[src/inc/isf_pkg.sv]
// Purpose: constants and types for the interrupt source flag block
// Assumes: apb slave with 32-bit data, one register per aligned word
// Notes: register offsets other than watchdog_control are local choices
package isf_pkg;
	// register byte addresses
	localparam logic [11:0] ISF_ADDR_WATCHDOG_CONTROL = 12'h0D8; // watchdog_control
	localparam logic [11:0] ISF_ADDR_ENABLE = 12'h100; // per-source enables
	localparam logic [11:0] ISF_ADDR_CTRL = 12'h104; // global and mode bits
	localparam logic [11:0] ISF_ADDR_FLAGS = 12'h108; // flag status, write 1 to clear, except spi done which clears on a written 0
	localparam logic [11:0] ISF_ADDR_REQ = 12'h10C; // registered requests
	localparam logic [11:0] ISF_ADDR_TA = 12'h110; // timed-access key
	localparam logic [11:0] ISF_ADDR_KEYEN = 12'h114; // keypad line enables
	localparam logic [11:0] ISF_ADDR_RSTCAUSE = 12'h118; // reset cause strobes
	// source indices (17 sources)
	localparam int ISF_NSRC = 17;
	localparam int ISF_S_EXT0 = 0;
	localparam int ISF_S_BROWN = 1;
	localparam int ISF_S_WDT = 2;
	localparam int ISF_S_TMR0 = 3;
	localparam int ISF_S_SPI = 4;
	localparam int ISF_S_I2C = 5;
	localparam int ISF_S_ADC = 6;
	localparam int ISF_S_EXT1 = 7;
	localparam int ISF_S_TMR1 = 8;
	localparam int ISF_S_SER = 9;
	localparam int ISF_S_TMR2 = 10;
	localparam int ISF_S_TMR3 = 11;
	localparam int ISF_S_CAPT = 12;
	localparam int ISF_S_KEY = 13;
	localparam int ISF_S_CMP = 14;
	localparam int ISF_S_PWM = 15;
	localparam int ISF_S_BRAKE = 16;
	// ctrl register fields
	localparam int ISF_C_GLOBAL = 0;
	localparam int ISF_C_IT0 = 1;
	localparam int ISF_C_IT1 = 2;
	localparam int ISF_C_BOSEL = 3;
	localparam int ISF_C_BK0EN = 4;
	localparam int ISF_C_BK1EN = 5;
	// flag register bit positions
	localparam int ISF_NFLAG = 24;
	localparam int ISF_F_EXT0 = 0;
	localparam int ISF_F_EXT1 = 1;
	localparam int ISF_F_TF0 = 2;
	localparam int ISF_F_TF1 = 3;
	localparam int ISF_F_TF2 = 4;
	localparam int ISF_F_TF3 = 5;
	localparam int ISF_F_CAP0 = 6;
	localparam int ISF_F_RX = 9;
	localparam int ISF_F_TX = 10;
	localparam int ISF_F_SPIDONE = 11;
	localparam int ISF_F_SPI_MODE_FAULT_FLAG = 12;
	localparam int ISF_F_SPIOVR = 13;
	localparam int ISF_F_KEY = 14;
	localparam int ISF_F_CMP1 = 15;
	localparam int ISF_F_CMP2 = 16;
	localparam int ISF_F_PWM = 17;
	localparam int ISF_F_BRK0 = 18;
	localparam int ISF_F_BRK1 = 19;
	localparam int ISF_F_ADCDONE = 20;
	localparam int ISF_F_ADCCMP = 21;
	localparam int ISF_F_BROWN = 22;
	localparam int ISF_F_I2C = 23;
	// watchdog_control fields
	localparam int ISF_W_RESTART = 0;
	localparam int ISF_W_RSTEN = 1;
	localparam int ISF_W_CAUSE = 2;
	localparam int ISF_W_IRQF = 3;
	localparam int ISF_W_IVLO = 4;
	localparam int ISF_W_IVHI = 5;
	localparam int ISF_W_RUN = 7;
	localparam logic [7:0] ISF_WD_TIMED = 8'hBB; // bits needing timed access
	localparam logic [7:0] ISF_WD_RESET = 8'h00;
	// timed-access keys and window
	localparam logic [7:0] ISF_TA_KEY1 = 8'hAA;
	localparam logic [7:0] ISF_TA_KEY2 = 8'h55;
	localparam logic [2:0] ISF_TA_WINDOW = 3'h4; // machine cycles of open window
	// last clock phase of the four-clock machine cycle
	localparam logic [1:0] ISF_MC_LAST = 2'h3;
	localparam logic [ISF_NFLAG-1:0] ISF_FLAGS_RESET = 24'h000000;
	localparam logic [ISF_NSRC-1:0] ISF_EN_RESET = 17'h00000;
	// peripheral event strobes, one clock each
	typedef struct packed {
		logic tmr0_ovf;
		logic tmr1_ovf;
		logic tmr2_evt;
		logic tmr3_evt;
		logic [2:0] capt;
		logic rx_done;
		logic tx_done;
		logic spi_done;
		logic spi_spi_mode_fault_flag;
		logic spi_ovr;
		logic cmp1_chg;
		logic cmp2_chg;
		logic pwm_period;
		logic adc_done;
		logic adc_cmp;
		logic wdt_timeout;
		logic i2c_state;
	} isf_evt_t;
	// service-entry strobes from the cpu vectoring logic
	typedef struct packed {
		logic ext0;
		logic ext1;
		logic tmr0;
		logic tmr1;
	} isf_ack_t;
endpackage : isf_pkg

[src/design/isf_top.sv]
// Purpose: request flags of all interrupt sources, apb register access
// Assumes: pins async to I_MCLK, events are one-clock strobes on I_MCLK
// Notes: a machine cycle is four clocks; requests update on its boundary
//
// What this block does
// - seventeen sources, flags, enables, global enable
// - ext inputs select edge or level
// - edge mode sets flag on high-then-low sample
// - edge flag cleared on service entry
// - level flag follows pin, re-requests
// - timer0/1 overflow flags cleared on service
// - watchdog timeout flag, request needs enable
// - timer2/3 flags set by events, software clears
// - capture request ORs three capture flags
// - serial rx/tx done flags, software clears
// - i2c requests on new state code
// - spi done, fault, overrun share vector
// - enabled keypad press sets keyboard flag
// - comparator change sets its flag
// - pwm period flag set on counter event
// - brake falling edge sets flag when enabled
// - two adc flags on conversion done
// - brownout requests need select, enable, global
// - watchdog cause flag depends on reset kind
// - any reset clears reset-enable and irq flag
// - protected watchdog bits need timed access
// - requests recomputed every cycle, not remembered
`timescale 1ns/1ps
`default_nettype none
module isf_top
	import isf_pkg::*;
(
	input wire logic I_MCLK,
	input wire logic I_RSTN,
	input wire logic [11:0] I_PADDR,
	input wire logic I_PSEL,
	input wire logic I_PENABLE,
	input wire logic I_PWRITE,
	input wire logic [31:0] I_PWDATA,
	output logic [31:0] O_PRDATA,
	output logic O_PREADY,
	output logic O_PSLVERR,
	input wire logic I_EXT0_PIN,
	input wire logic I_EXT1_PIN,
	input wire logic [7:0] I_KEYPAD_PIN,
	input wire logic I_BRAKE0_PIN,
	input wire logic I_BRAKE1_PIN,
	input wire logic I_BROWNOUT,
	input wire isf_evt_t I_EVT,
	input wire isf_ack_t I_ACK,
	input wire logic I_WDT_RESET,
	input wire logic I_POR_RESET,
	output logic [ISF_NSRC-1:0] O_REQ,
	output logic [7:0] O_WATCHDOG_CONTROL
);

	// ----------------------------------------------------------------
	// pin synchronisers
	// ----------------------------------------------------------------
	logic [11:0] sync1_r, sync2_r;
	always_ff @(posedge I_MCLK or negedge I_RSTN) begin
		if (!I_RSTN) begin
			// brownout idles low, every other pin idles high
			sync1_r <= 12'h7FF;
			sync2_r <= 12'h7FF;
		end else begin
			sync1_r <= {I_BROWNOUT, I_BRAKE1_PIN, I_BRAKE0_PIN, I_KEYPAD_PIN, I_EXT1_PIN};
			sync2_r <= sync1_r;
		end
	end

	logic ext0_s, ext1_s, brk0_s, brk1_s, brown_s;
	logic [7:0] key_s;

	logic ext0_sync1_r, ext0_sync2_r;
	always_ff @(posedge I_MCLK or negedge I_RSTN) begin
		if (!I_RSTN) begin
			ext0_sync1_r <= 1'b1;
			ext0_sync2_r <= 1'b1;
		end else begin
			ext0_sync1_r <= I_EXT0_PIN;
			ext0_sync2_r <= ext0_sync1_r;
		end
	end

	assign ext0_s = ext0_sync2_r;
	assign ext1_s = sync2_r[0];
	assign key_s = sync2_r[8:1];
	assign brk0_s = sync2_r[9];
	assign brk1_s = sync2_r[10];
	// a level: the flag keeps setting for as long as the supply stays low
	assign brown_s = sync2_r[11];

	// ----------------------------------------------------------------
	// machine cycle phase and per-cycle samples
	// ----------------------------------------------------------------
	logic [1:0] phase_r, phase_nxt;
	logic mc_end;
	logic [3:0] samp_r, samp_nxt; // ext0, ext1, brk0, brk1 previous samples
	logic [7:0] key_samp_r, key_samp_nxt;
	assign mc_end = (phase_r == ISF_MC_LAST);
	always_comb begin
		phase_nxt = phase_r + 2'h1;
		samp_nxt = samp_r;
		key_samp_nxt = key_samp_r;
		if (mc_end) begin
			samp_nxt = {ext0_s, ext1_s, brk0_s, brk1_s};
			key_samp_nxt = key_s;
		end
	end

	always_ff @(posedge I_MCLK or negedge I_RSTN) begin
		if (!I_RSTN) begin
			phase_r <= 2'h0;
			samp_r <= 4'hF;
			key_samp_r <= 8'hFF;
		end else begin
			phase_r <= phase_nxt;
			samp_r <= samp_nxt;
			key_samp_r <= key_samp_nxt;
		end
	end

	// high-then-low between consecutive machine-cycle samples
	logic fall0, fall1, bfall0, bfall1, key_press;
	logic [7:0] key_en_r, key_en_nxt;
	assign fall0 = mc_end & samp_r[3] & ~ext0_s;
	assign fall1 = mc_end & samp_r[2] & ~ext1_s;
	assign bfall0 = mc_end & samp_r[1] & ~brk0_s;
	assign bfall1 = mc_end & samp_r[0] & ~brk1_s;
	assign key_press = mc_end & |(key_samp_r & ~key_s & key_en_r);

	// ----------------------------------------------------------------
	// apb decode
	// ----------------------------------------------------------------
	logic wr_acc, rd_acc;
	assign wr_acc = I_PSEL & I_PENABLE & I_PWRITE;
	assign rd_acc = I_PSEL & I_PENABLE & ~I_PWRITE;
	function automatic logic hit(input logic [11:0] a, input logic [11:0] base);
		hit = (a == base);
	endfunction : hit

	logic addr_ok;
	assign addr_ok = hit(I_PADDR, ISF_ADDR_WATCHDOG_CONTROL) | hit(I_PADDR, ISF_ADDR_ENABLE)
		| hit(I_PADDR, ISF_ADDR_CTRL) | hit(I_PADDR, ISF_ADDR_FLAGS)
		| hit(I_PADDR, ISF_ADDR_REQ) | hit(I_PADDR, ISF_ADDR_TA)
		| hit(I_PADDR, ISF_ADDR_KEYEN) | hit(I_PADDR, ISF_ADDR_RSTCAUSE);

	assign O_PREADY = 1'b1; // zero wait states
	assign O_PSLVERR = I_PSEL & I_PENABLE & ~addr_ok;

	// ----------------------------------------------------------------
	// control registers and timed access
	// ----------------------------------------------------------------
	logic [ISF_NSRC-1:0] en_r, en_nxt;
	logic [5:0] ctrl_r, ctrl_nxt;
	logic [1:0] ta_st_r, ta_st_nxt; // 0 idle, 1 first key seen, 2 open
	logic [2:0] ta_cnt_r, ta_cnt_nxt;
	logic ta_open;
	assign ta_open = (ta_st_r == 2'h2);

	always_comb begin
		en_nxt = en_r;
		ctrl_nxt = ctrl_r;
		key_en_nxt = key_en_r;
		ta_st_nxt = ta_st_r;
		ta_cnt_nxt = ta_cnt_r;
		// a started or open key sequence lapses when the window runs out
		if (ta_st_r != 2'h0 && mc_end) begin
			ta_cnt_nxt = ta_cnt_r - 3'h1;
			if (ta_cnt_r == 3'h0) ta_st_nxt = 2'h0;
		end
		if (wr_acc) begin
			if (hit(I_PADDR, ISF_ADDR_ENABLE)) begin
				en_nxt = I_PWDATA[ISF_NSRC-1:0];
			end else if (hit(I_PADDR, ISF_ADDR_CTRL)) begin
				ctrl_nxt = I_PWDATA[5:0];
			end else if (hit(I_PADDR, ISF_ADDR_KEYEN)) begin
				key_en_nxt = I_PWDATA[7:0];
			end else if (hit(I_PADDR, ISF_ADDR_TA)) begin
				ta_cnt_nxt = ISF_TA_WINDOW;
				if (I_PWDATA[7:0] == ISF_TA_KEY1) ta_st_nxt = 2'h1;
				else if (I_PWDATA[7:0] == ISF_TA_KEY2 && ta_st_r == 2'h1) ta_st_nxt = 2'h2;
				else ta_st_nxt = 2'h0;
			end else if (hit(I_PADDR, ISF_ADDR_WATCHDOG_CONTROL)) begin
				ta_st_nxt = 2'h0; // one protected write per key sequence
			end
		end
	end

	always_ff @(posedge I_MCLK or negedge I_RSTN) begin
		if (!I_RSTN) begin
			en_r <= ISF_EN_RESET;
			ctrl_r <= 6'h00;
			key_en_r <= 8'h00;
			ta_st_r <= 2'h0;
			ta_cnt_r <= 3'h0;
		end else begin
			en_r <= en_nxt;
			ctrl_r <= ctrl_nxt;
			key_en_r <= key_en_nxt;
			ta_st_r <= ta_st_nxt;
			ta_cnt_r <= ta_cnt_nxt;
		end
	end

	// ----------------------------------------------------------------
	// watchdog control register
	// ----------------------------------------------------------------
	// the cause bit survives the async reset, so it has its own reset-free
	// path: por strobe clears it, watchdog reset strobe sets it
	logic [7:0] wd_r, wd_nxt;
	logic cause_r, cause_nxt;
	logic wd_wr;
	assign wd_wr = wr_acc & hit(I_PADDR, ISF_ADDR_WATCHDOG_CONTROL);

	always_comb begin
		wd_nxt = wd_r;
		if (wd_wr) begin
			// protected bits only change inside the timed window
			wd_nxt = ta_open ? I_PWDATA[7:0] : ((wd_r & ISF_WD_TIMED) | (I_PWDATA[7:0] & ~ISF_WD_TIMED));
		end
		wd_nxt[ISF_W_CAUSE] = 1'b0;
		wd_nxt[6] = 1'b0;
		if (I_EVT.wdt_timeout) wd_nxt[ISF_W_IRQF] = 1'b1;
	end

	always_comb begin
		cause_nxt = cause_r;
		// cause is not a protected bit, so a plain write reaches it
		if (wd_wr) cause_nxt = I_PWDATA[ISF_W_CAUSE];
		if (I_WDT_RESET) cause_nxt = 1'b1;
		if (I_POR_RESET) cause_nxt = 1'b0;
	end
	always_ff @(posedge I_MCLK or negedge I_RSTN) begin
		if (!I_RSTN) begin
			wd_r <= ISF_WD_RESET;
		end else begin
			wd_r <= wd_nxt;
		end
	end

	always_ff @(posedge I_MCLK) begin
		cause_r <= cause_nxt;
	end

	assign O_WATCHDOG_CONTROL = {wd_r[7:3], cause_r, wd_r[1:0]};

	// ----------------------------------------------------------------
	// request flags
	// ----------------------------------------------------------------
	// hardware sets beat software clears in the same cycle
	logic [ISF_NFLAG-1:0] flg_r, flg_nxt, set_v, hw_clr, sw_clr;
	logic fl_wr;
	assign fl_wr = wr_acc & hit(I_PADDR, ISF_ADDR_FLAGS);

	always_comb begin
		set_v = '0;
		hw_clr = '0;
		set_v[ISF_F_EXT0] = ctrl_r[ISF_C_IT0] ? fall0 : (mc_end & ~ext0_s);
		set_v[ISF_F_EXT1] = ctrl_r[ISF_C_IT1] ? fall1 : (mc_end & ~ext1_s);
		// level mode: flag is cleared each sample when pin went high again
		hw_clr[ISF_F_EXT0] = ctrl_r[ISF_C_IT0] ? I_ACK.ext0 : (mc_end & ext0_s);
		hw_clr[ISF_F_EXT1] = ctrl_r[ISF_C_IT1] ? I_ACK.ext1 : (mc_end & ext1_s);
		set_v[ISF_F_TF0] = I_EVT.tmr0_ovf;
		set_v[ISF_F_TF1] = I_EVT.tmr1_ovf;
		hw_clr[ISF_F_TF0] = I_ACK.tmr0;
		hw_clr[ISF_F_TF1] = I_ACK.tmr1;
		set_v[ISF_F_TF2] = I_EVT.tmr2_evt;
		set_v[ISF_F_TF3] = I_EVT.tmr3_evt;
		set_v[ISF_F_CAP0 +: 3] = I_EVT.capt;
		set_v[ISF_F_RX] = I_EVT.rx_done;
		set_v[ISF_F_TX] = I_EVT.tx_done;
		set_v[ISF_F_SPIDONE] = I_EVT.spi_done;
		set_v[ISF_F_SPI_MODE_FAULT_FLAG] = I_EVT.spi_spi_mode_fault_flag;
		set_v[ISF_F_SPIOVR] = I_EVT.spi_ovr;
		set_v[ISF_F_KEY] = key_press;
		set_v[ISF_F_CMP1] = I_EVT.cmp1_chg;
		set_v[ISF_F_CMP2] = I_EVT.cmp2_chg;
		set_v[ISF_F_PWM] = I_EVT.pwm_period;
		set_v[ISF_F_BRK0] = bfall0 & ctrl_r[ISF_C_BK0EN];
		set_v[ISF_F_BRK1] = bfall1 & ctrl_r[ISF_C_BK1EN];
		set_v[ISF_F_ADCDONE] = I_EVT.adc_done;
		set_v[ISF_F_ADCCMP] = I_EVT.adc_cmp;
		set_v[ISF_F_BROWN] = brown_s;
		set_v[ISF_F_I2C] = I_EVT.i2c_state;
	end

	// software clears: write 1 to clear, except spi done which clears on a written 0
	always_comb begin
		sw_clr = fl_wr ? I_PWDATA[ISF_NFLAG-1:0] : '0;
		sw_clr[ISF_F_SPIDONE] = fl_wr & ~I_PWDATA[ISF_F_SPIDONE];
		flg_nxt = (flg_r & ~(sw_clr | hw_clr)) | set_v;
	end

	always_ff @(posedge I_MCLK or negedge I_RSTN) begin
		if (!I_RSTN) begin
			flg_r <= ISF_FLAGS_RESET;
		end else begin
			flg_r <= flg_nxt;
		end
	end

	// ----------------------------------------------------------------
	// per-source request, registered at machine cycle end
	// ----------------------------------------------------------------
	logic [ISF_NSRC-1:0] src_flag, req_r, req_nxt;
	always_comb begin
		src_flag = '0;
		src_flag[ISF_S_EXT0] = flg_r[ISF_F_EXT0];
		src_flag[ISF_S_EXT1] = flg_r[ISF_F_EXT1];
		src_flag[ISF_S_TMR0] = flg_r[ISF_F_TF0];
		src_flag[ISF_S_TMR1] = flg_r[ISF_F_TF1];
		src_flag[ISF_S_TMR2] = flg_r[ISF_F_TF2];
		src_flag[ISF_S_TMR3] = flg_r[ISF_F_TF3];
		src_flag[ISF_S_CAPT] = |flg_r[ISF_F_CAP0 +: 3];
		src_flag[ISF_S_SER] = flg_r[ISF_F_RX] | flg_r[ISF_F_TX];
		src_flag[ISF_S_SPI] = |flg_r[ISF_F_SPIDONE +: 3];
		src_flag[ISF_S_KEY] = flg_r[ISF_F_KEY];
		src_flag[ISF_S_CMP] = flg_r[ISF_F_CMP1] | flg_r[ISF_F_CMP2];
		src_flag[ISF_S_PWM] = flg_r[ISF_F_PWM];
		src_flag[ISF_S_BRAKE] = flg_r[ISF_F_BRK0] | flg_r[ISF_F_BRK1];
		src_flag[ISF_S_ADC] = flg_r[ISF_F_ADCDONE] | flg_r[ISF_F_ADCCMP];
		src_flag[ISF_S_BROWN] = flg_r[ISF_F_BROWN] & ctrl_r[ISF_C_BOSEL];
		src_flag[ISF_S_WDT] = wd_r[ISF_W_IRQF];
		src_flag[ISF_S_I2C] = flg_r[ISF_F_I2C];
	end

	// no memory of refused requests: recomputed from flags each cycle
	always_comb begin
		req_nxt = req_r;
		if (mc_end) req_nxt = src_flag & en_r & {ISF_NSRC{ctrl_r[ISF_C_GLOBAL]}};
	end

	always_ff @(posedge I_MCLK or negedge I_RSTN) begin
		if (!I_RSTN) begin
			req_r <= '0;
		end else begin
			req_r <= req_nxt;
		end
	end

	assign O_REQ = req_r;

	// ----------------------------------------------------------------
	// read mux
	// ----------------------------------------------------------------
	logic [31:0] rdata_r, rdata_nxt;
	always_comb begin
		rdata_nxt = rdata_r;
		if (I_PSEL && !I_PENABLE && !I_PWRITE) begin
			if (hit(I_PADDR, ISF_ADDR_WATCHDOG_CONTROL)) rdata_nxt = {24'h000000, O_WATCHDOG_CONTROL};
			else if (hit(I_PADDR, ISF_ADDR_ENABLE)) rdata_nxt = {15'h0000, en_r};
			else if (hit(I_PADDR, ISF_ADDR_CTRL)) rdata_nxt = {26'h0000000, ctrl_r};
			else if (hit(I_PADDR, ISF_ADDR_FLAGS)) rdata_nxt = {8'h00, flg_r};
			else if (hit(I_PADDR, ISF_ADDR_REQ)) rdata_nxt = {15'h0000, req_r};
			else if (hit(I_PADDR, ISF_ADDR_TA)) rdata_nxt = {30'h00000000, ta_st_r};
			else if (hit(I_PADDR, ISF_ADDR_KEYEN)) rdata_nxt = {24'h000000, key_en_r};
			else rdata_nxt = 32'h00000000;
		end
	end

	always_ff @(posedge I_MCLK or negedge I_RSTN) begin
		if (!I_RSTN) begin
			rdata_r <= 32'h00000000;
		end else begin
			rdata_r <= rdata_nxt;
		end
	end

	// zero outside the access phase, so an idle bus shows no stale data
	assign O_PRDATA = rd_acc ? rdata_r : 32'h00000000;
endmodule : isf_top
`default_nettype wire

[config.mk]
export PLATFORM = sky130hd
export DESIGN_NAME = isf_top
export DESIGN_NICKNAME = d
export VERILOG_FILES = /design/src/inc/isf_pkg.sv /design/src/design/isf_top.sv
export SDC_FILE = /design/constraint.sdc
export NUM_CORES = 1
export LEC_CHECK = 0
export BUFFER_PORTS_ARGS = -buffer_cell sky130_fd_sc_hd__buf_2
export CAP_MARGIN = 20
export CORE_ASPECT_RATIO = 1.2
export CORE_MARGIN = 2
export CORE_UTILIZATION = 54
export CTS_BUF_LIST = sky130_fd_sc_hd__clkbuf_4 sky130_fd_sc_hd__clkbuf_8 sky130_fd_sc_hd__clkbuf_16
export CTS_CLUSTER_DIAMETER = 40
export DETAILED_ROUTE_END_ITERATION = 12
export GPL_TIMING_DRIVEN = 0
export PLACE_DENSITY = 0.8
export SKIP_LAST_GASP = 1
export SYNTH_ARGS = -nofsm -noshare
export SYNTH_HDL_FRONTEND = slang
export SYNTH_SLANG_ARGS = --single-unit
[constraint.sdc]
create_clock -name I_MCLK -period 3.75 [get_ports I_MCLK]
set_clock_uncertainty 0.2 [all_clocks]
set_input_delay 0.75 -clock I_MCLK [delete_from_list [all_inputs] [get_ports I_MCLK]]
set_output_delay 0.75 -clock I_MCLK [all_outputs]
set_load 0.05 [all_outputs]
Word-level counts from Yosys, hierarchy flattened

Index checks and enable logic that the tools add are counted.

Output and inout bits: 59
Input bits: 87
Word-level logic and storage cells: 136
Register bits: 156

$add $sub $neg: 2
Equal/unequal tests: 13
Reduce and logical (&&, ||, !) cells: 16
Bitwise logic cells: 53
Mux-type cells: 34

Operators with widths:

| operator            | count |
|---|---|
| $mux 24             | 5 |
| $eq 12x9->1 const B | 7 |
| $and 17x17->17      | 2 |
| $mux 32             | 1 |
| $and 24x24->24      | 1 |
| $mux 8              | 3 |
| $not 24->24         | 1 |
| $or 24x24->24       | 1 |
| $or 24x4->24        | 1 |
| $and 1x1->1         | 23 |
| $mux 2              | 10 |
| $mux 3              | 6 |
| $mux 17             | 1 |
| $and 8x8->8         | 2 |
| $eq 12x8->1 const B | 1 |
| $or 1x1->1          | 11 |
| $not 1->1           | 9 |
| $eq 8x7->1 const B  | 1 |
| $eq 8x8->1 const B  | 1 |
| $not 8->8           | 1 |
| $or 8x7->8          | 1 |
| $reduce_or 8->1     | 1 |
| $mux 1              | 7 |
| $reduce_bool 2->1   | 3 |
| 12 further kinds    | 18 |

Logic depth before layout (Yosys ltp)

Word-level depth: 10
Mapped depth: 8
Gate-level depth less buffers: 6

Worst setup path before layout

OpenSTA, ideal clock, no wires.

Kind: in2out
Start point: input I_PADDR[3]
End point: output O_PSLVERR
Data arrival time: 2.666 ns
Stages on the path: 7
Setup slack: 0.134 ns
Buffers on the path: 3
Data required time: 2.800 ns
Path through: buf_2 > or4b_1 > buf_2 > or3_1 > clkbuf_1 > a22oi_1 > nor3_1

Cells in the longest elaborated chain, start to end: 10
Elaborated cells between the ends (all ways): 17

Ends and longest elaborated chain:

| what                                       | RTL line       | text |
|---|---|---|
| start, declared                            | isf_top.sv:35  | `input wire logic [11:0] I_PADDR,` |
| $eq 12x8->1 or $eq 12x9->1 (tied branches) | isf_top.sv:140 | `hit = (a == base);` |
| $or 1x1->1                                 | isf_top.sv:144 | `assign addr_ok = hit(I_PADDR, ISF_ADDR_WATCHDOG_CONTROL) \| hit(I_PADDR, ISF_ADDR_ENABLE)` |
| $or 1x1->1 (2 in series)                   | isf_top.sv:145 | `\| hit(I_PADDR, ISF_ADDR_CTRL) \| hit(I_PADDR, ISF_ADDR_FLAGS)` |
| $or 1x1->1 (2 in series)                   | isf_top.sv:146 | `\| hit(I_PADDR, ISF_ADDR_REQ) \| hit(I_PADDR, ISF_ADDR_TA)` |
| $or 1x1->1                                 | isf_top.sv:147 | `\| hit(I_PADDR, ISF_ADDR_KEYEN) \| hit(I_PADDR, ISF_ADDR_RSTCAUSE);` |
| $or 1x1->1 (*)                             | isf_top.sv:147 |  |
| $not 1->1 (*)                              | isf_top.sv:150 | `assign O_PSLVERR = I_PSEL & I_PENABLE & ~addr_ok;` |
| $and 1x1->1 (*)                            | isf_top.sv:150 |  |
| end, declared                              | isf_top.sv:42  | `output logic O_PSLVERR,` |

Every way passes the cells marked *; elsewhere a longest branch is shown, timed or not.

Worst setup path in the final report

Ends and elaborated chain as after synthesis.

==> metrics <==
status complete, no violations; clk slew on worst S/H paths around 0.06 ns; Tightest Pin Transition just over 1 ns; initial antenna violation count 0; FF+latch count, synth 148; H-tree levels 4; setup violators final 0; top_reg_cell synth dfrtp_1; first-pass GRT wire length ~28 mm; final hold vios 0; core outline area approximately 12000 µm²; min Tclk post-route approximately 3.5 ns; hold slack around 0.11 ns; Mean Syn Cell Area around 11 µm²; cell area after layout 8077 µm²; Max FO, Critical Path 9; vias in the first global route about 5.4k; Initial DRC Count 470; asr flop ratio synth 99.32%; detailed placement HPWL approximately 13 mm; register area share after synthesis about 57%; Longest Clk Path Bufs 2; Worst Setup End Kind output pin; Max-slew headroom a little under a third; RSZ-0062 raised after global routing no; DR WL/cell about 19 µm; row count 44; EDFF count, synth 0; CTS tree yes; Crit Path Class in -> out; Final Cycle Share between 90% and 100%; crit path DAT about 2.6 ns; Routed WL ~18 mm; # diodes 0; TritonRoute pass-1 iters 5; Leak around 3.7 nW; die area around 13000 µm²; Post-CTS Setup Bufs 0; worst ir drop on vdd between 0.0003 and 0.0004 V; Yosys cell types approximately 60; fmax ~280 MHz; Routed Antenna Nets 0; Synth Instances just under 600; Vias/cell 5.796; area of the mapped netlist about 6600 µm²; root buffer cell clkbuf_16; worst min path class in -> async; # DRC 0; largest net degree at the start of global routing 80; Yosys top cell by area dfrtp_1; clock latency on the worst-skew pair ~0.43 ns; Die Y 125.1 µm; CTS Hold Bufs 0; YS warnings 0; Starting Density 54.95%; max cap viols 0; worst endpoint required time 2.80 ns; Yosys top cell area share between 40 and 50%; Die X-Extent 104.9 µm; gr usage total approximately 28%; Area Overhead vs Synth 22.46%; max-slew violation count 0; TritonCTS Buffers 17; Placer Congestion around 0.92; largest cells by area after synthesis dfrtp_1 42%, dfstp_2 14%, mux2_2 8.5%, nand2_1 4.3%, o21ai_0 2.6%; DR vias roughly 5.4k; I/O Buffers about 130; clk sinks 148; dpl cell area approximately 7500 µm²; Nets 841; Top Ports about 150; GR Overflow Total 0; layout cells sized above 1 a little over a third; PwrDens 432.7 nW/µm²; Startpoint Class primary input
## layout by cell type (no fill, tap or decap), drive strengths merged, types with 10 or more instances in the layout
| master | synthesis | routed |
|---|---|---|
| a21o | 17 | 17 |
| a21oi | 20 | 20 |
| a221oi | 12 | 12 |
| and2 | 27 | 27 |
| buf | 20 | 147 |
| clkbuf | 19 | 44 |
| conb | 2 | 10 |
| dfrtp | 111 | 111 |
| dfstp | 36 | 36 |
| inv | 23 | 24 |
| mux2 | 50 | 50 |
| nand2 | 76 | 76 |
| nand4 | 12 | 12 |
| nor2 | 36 | 36 |
| o21ai | 35 | 35 |
## layer usage
layer | GRT usage [%] | routed length, µm | vias to the layer above
met5 | 0 | 0 | -
met4 | 13.41 | 552 | 0
met3 | 6.257 | 1517 | 55
met2 | 46.83 | 8931 | 281
met1 | 34.43 | 6761 | 2606
li1 | - | - | 2419
## worst max-delay path, cell delays in order
cell and delay (ns):
buf_2 0.20, or4b_1 0.44, buf_2 0.19, or3_1 0.37, clkbuf_1 0.16, a22oi_1 0.17
nor3_1 0.09, buf_2 0.22
## cell type report
type,count,area [µm²]
Buffer,39,214.0
Clock buffer,25,523.0
Clock inverter,7,46.29
Fill cell,939,3925
Inverter,24,90.09
Multi-Input combinational cell,394,2591
Sequential cell,148,3744
Tap cell,161,201.4
Timing Repair Buffer,127,666.9
## final timing paths
| kind | start | endpoint | slack, ns | cells past startpoint |
|---|---|---|---|---|
| min in group I_MCLK | sync1_r[11] | sync2_r[11] | 0.15 | 0 |
| setup / recovery | I_PADDR[3] | O_PSLVERR | 0.21 | 8 |
| setup reg to reg | phase_r[0] | O_REQ[6] | 1.50 | 5 |
| max in group asynchronous | I_RSTN | wd_r[5] | 2.46 | 2 |
| hold / removal | I_RSTN | phase_r[0] | 0.11 | 1 |
| hold reg to reg | sync1_r[11] | sync2_r[11] | 0.15 | 0 |
## cells in the mapped netlist, types with 2 or more instances
cell	number
and2_1	27
nor3_1	8
and3_1	3
conb_1	2
buf_6	2
nand3b_1	2
clkbuf_1	18
mux2_2	50
nand4_1	12
or4b_1	3
nand2b_1	3
a21o_1	17
a31o_2	4
dfstp_2	36
a22o_1	2
dfrtp_1	111
nor4bb_1	4
o2111ai_1	3
o22ai_1	2
or3_1	4
ha_1	3
nor2_1	35
or4_1	2
o2bb2ai_1	8
nand3_1	6
o21ai_0	34
nand2_1	76
mux2i_1	4
a21oi_1	20
nor4_1	3
o31ai_1	5
a31oi_1	4
inv_1	23
a32o_1	2
buf_4	12
a222oi_1	2
a221oi_1	12
nor2b_1	3
nor4b_1	2
a22oi_1	2
buf_2	5
a211oi_1	2
## flip-flops by register name, summed over array words and instances, names as in the netlist, 8 cells and up
name and flops:
key_en_r 8, en_r 17, rdata_r 24, key_samp_r 8, flg_r 24, sync1_r 12, sync2_r 12, O_REQ 17
## what timing repair did
| action | 4_1_cts | 5_1_grt |
|---|---|---|
| hold endpoints to repair | 0 | 0 |
| resized for setup | 2 | 1 |
| endpoints found under the setup margin | 1 | 1 |
## per-stage QoR
stage                     setup WS, ns  utilization, %  TNS [ns]  total power [mW]  std cells
final                           0.2085           67.30         0             3.495        925
after floorplan                 0.1343               -         0             1.809        605
after global placement         -0.3641           62.09    -21.55             1.920        891
after global routing            0.1110           67.30         0             3.611        925
after CTS                      0.05373           67.24         0             3.514        925
after detailed placement       -0.3485           62.44   -0.3485             1.931        893
## kinds of logic (layout without fill, tap and decap cells)
logic type,count (synthesis),after routing,synth area share [%]
AND/OR/NAND/NOR,202,202,15.99
multiplexers,54,54,9.144
AO/OA/AOI/OAI,124,124,12.67
other,2,10,0.1139
XOR/XNOR,1,1,0.1328
adder cells (fa/ha/maj),3,3,0.5692
buffers and inverters,63,222,4.610
flip-flops,148,148,56.76
## power by group
| group | total [mW] | switching [mW] | leakage [nW] | internal (mW) |
|---|---|---|---|---|
| clock network | 1.59 | 0.624 | 0.290 | 0.964 |
| registers | 1.67 | 0.0211 | 1.79 | 1.65 |
| logic | 0.232 | 0.152 | 1.65 | 0.0791 |
| total | 3.49 | 0.798 | 3.72 | 2.70 |
Power figures use the tool's default switching activity.
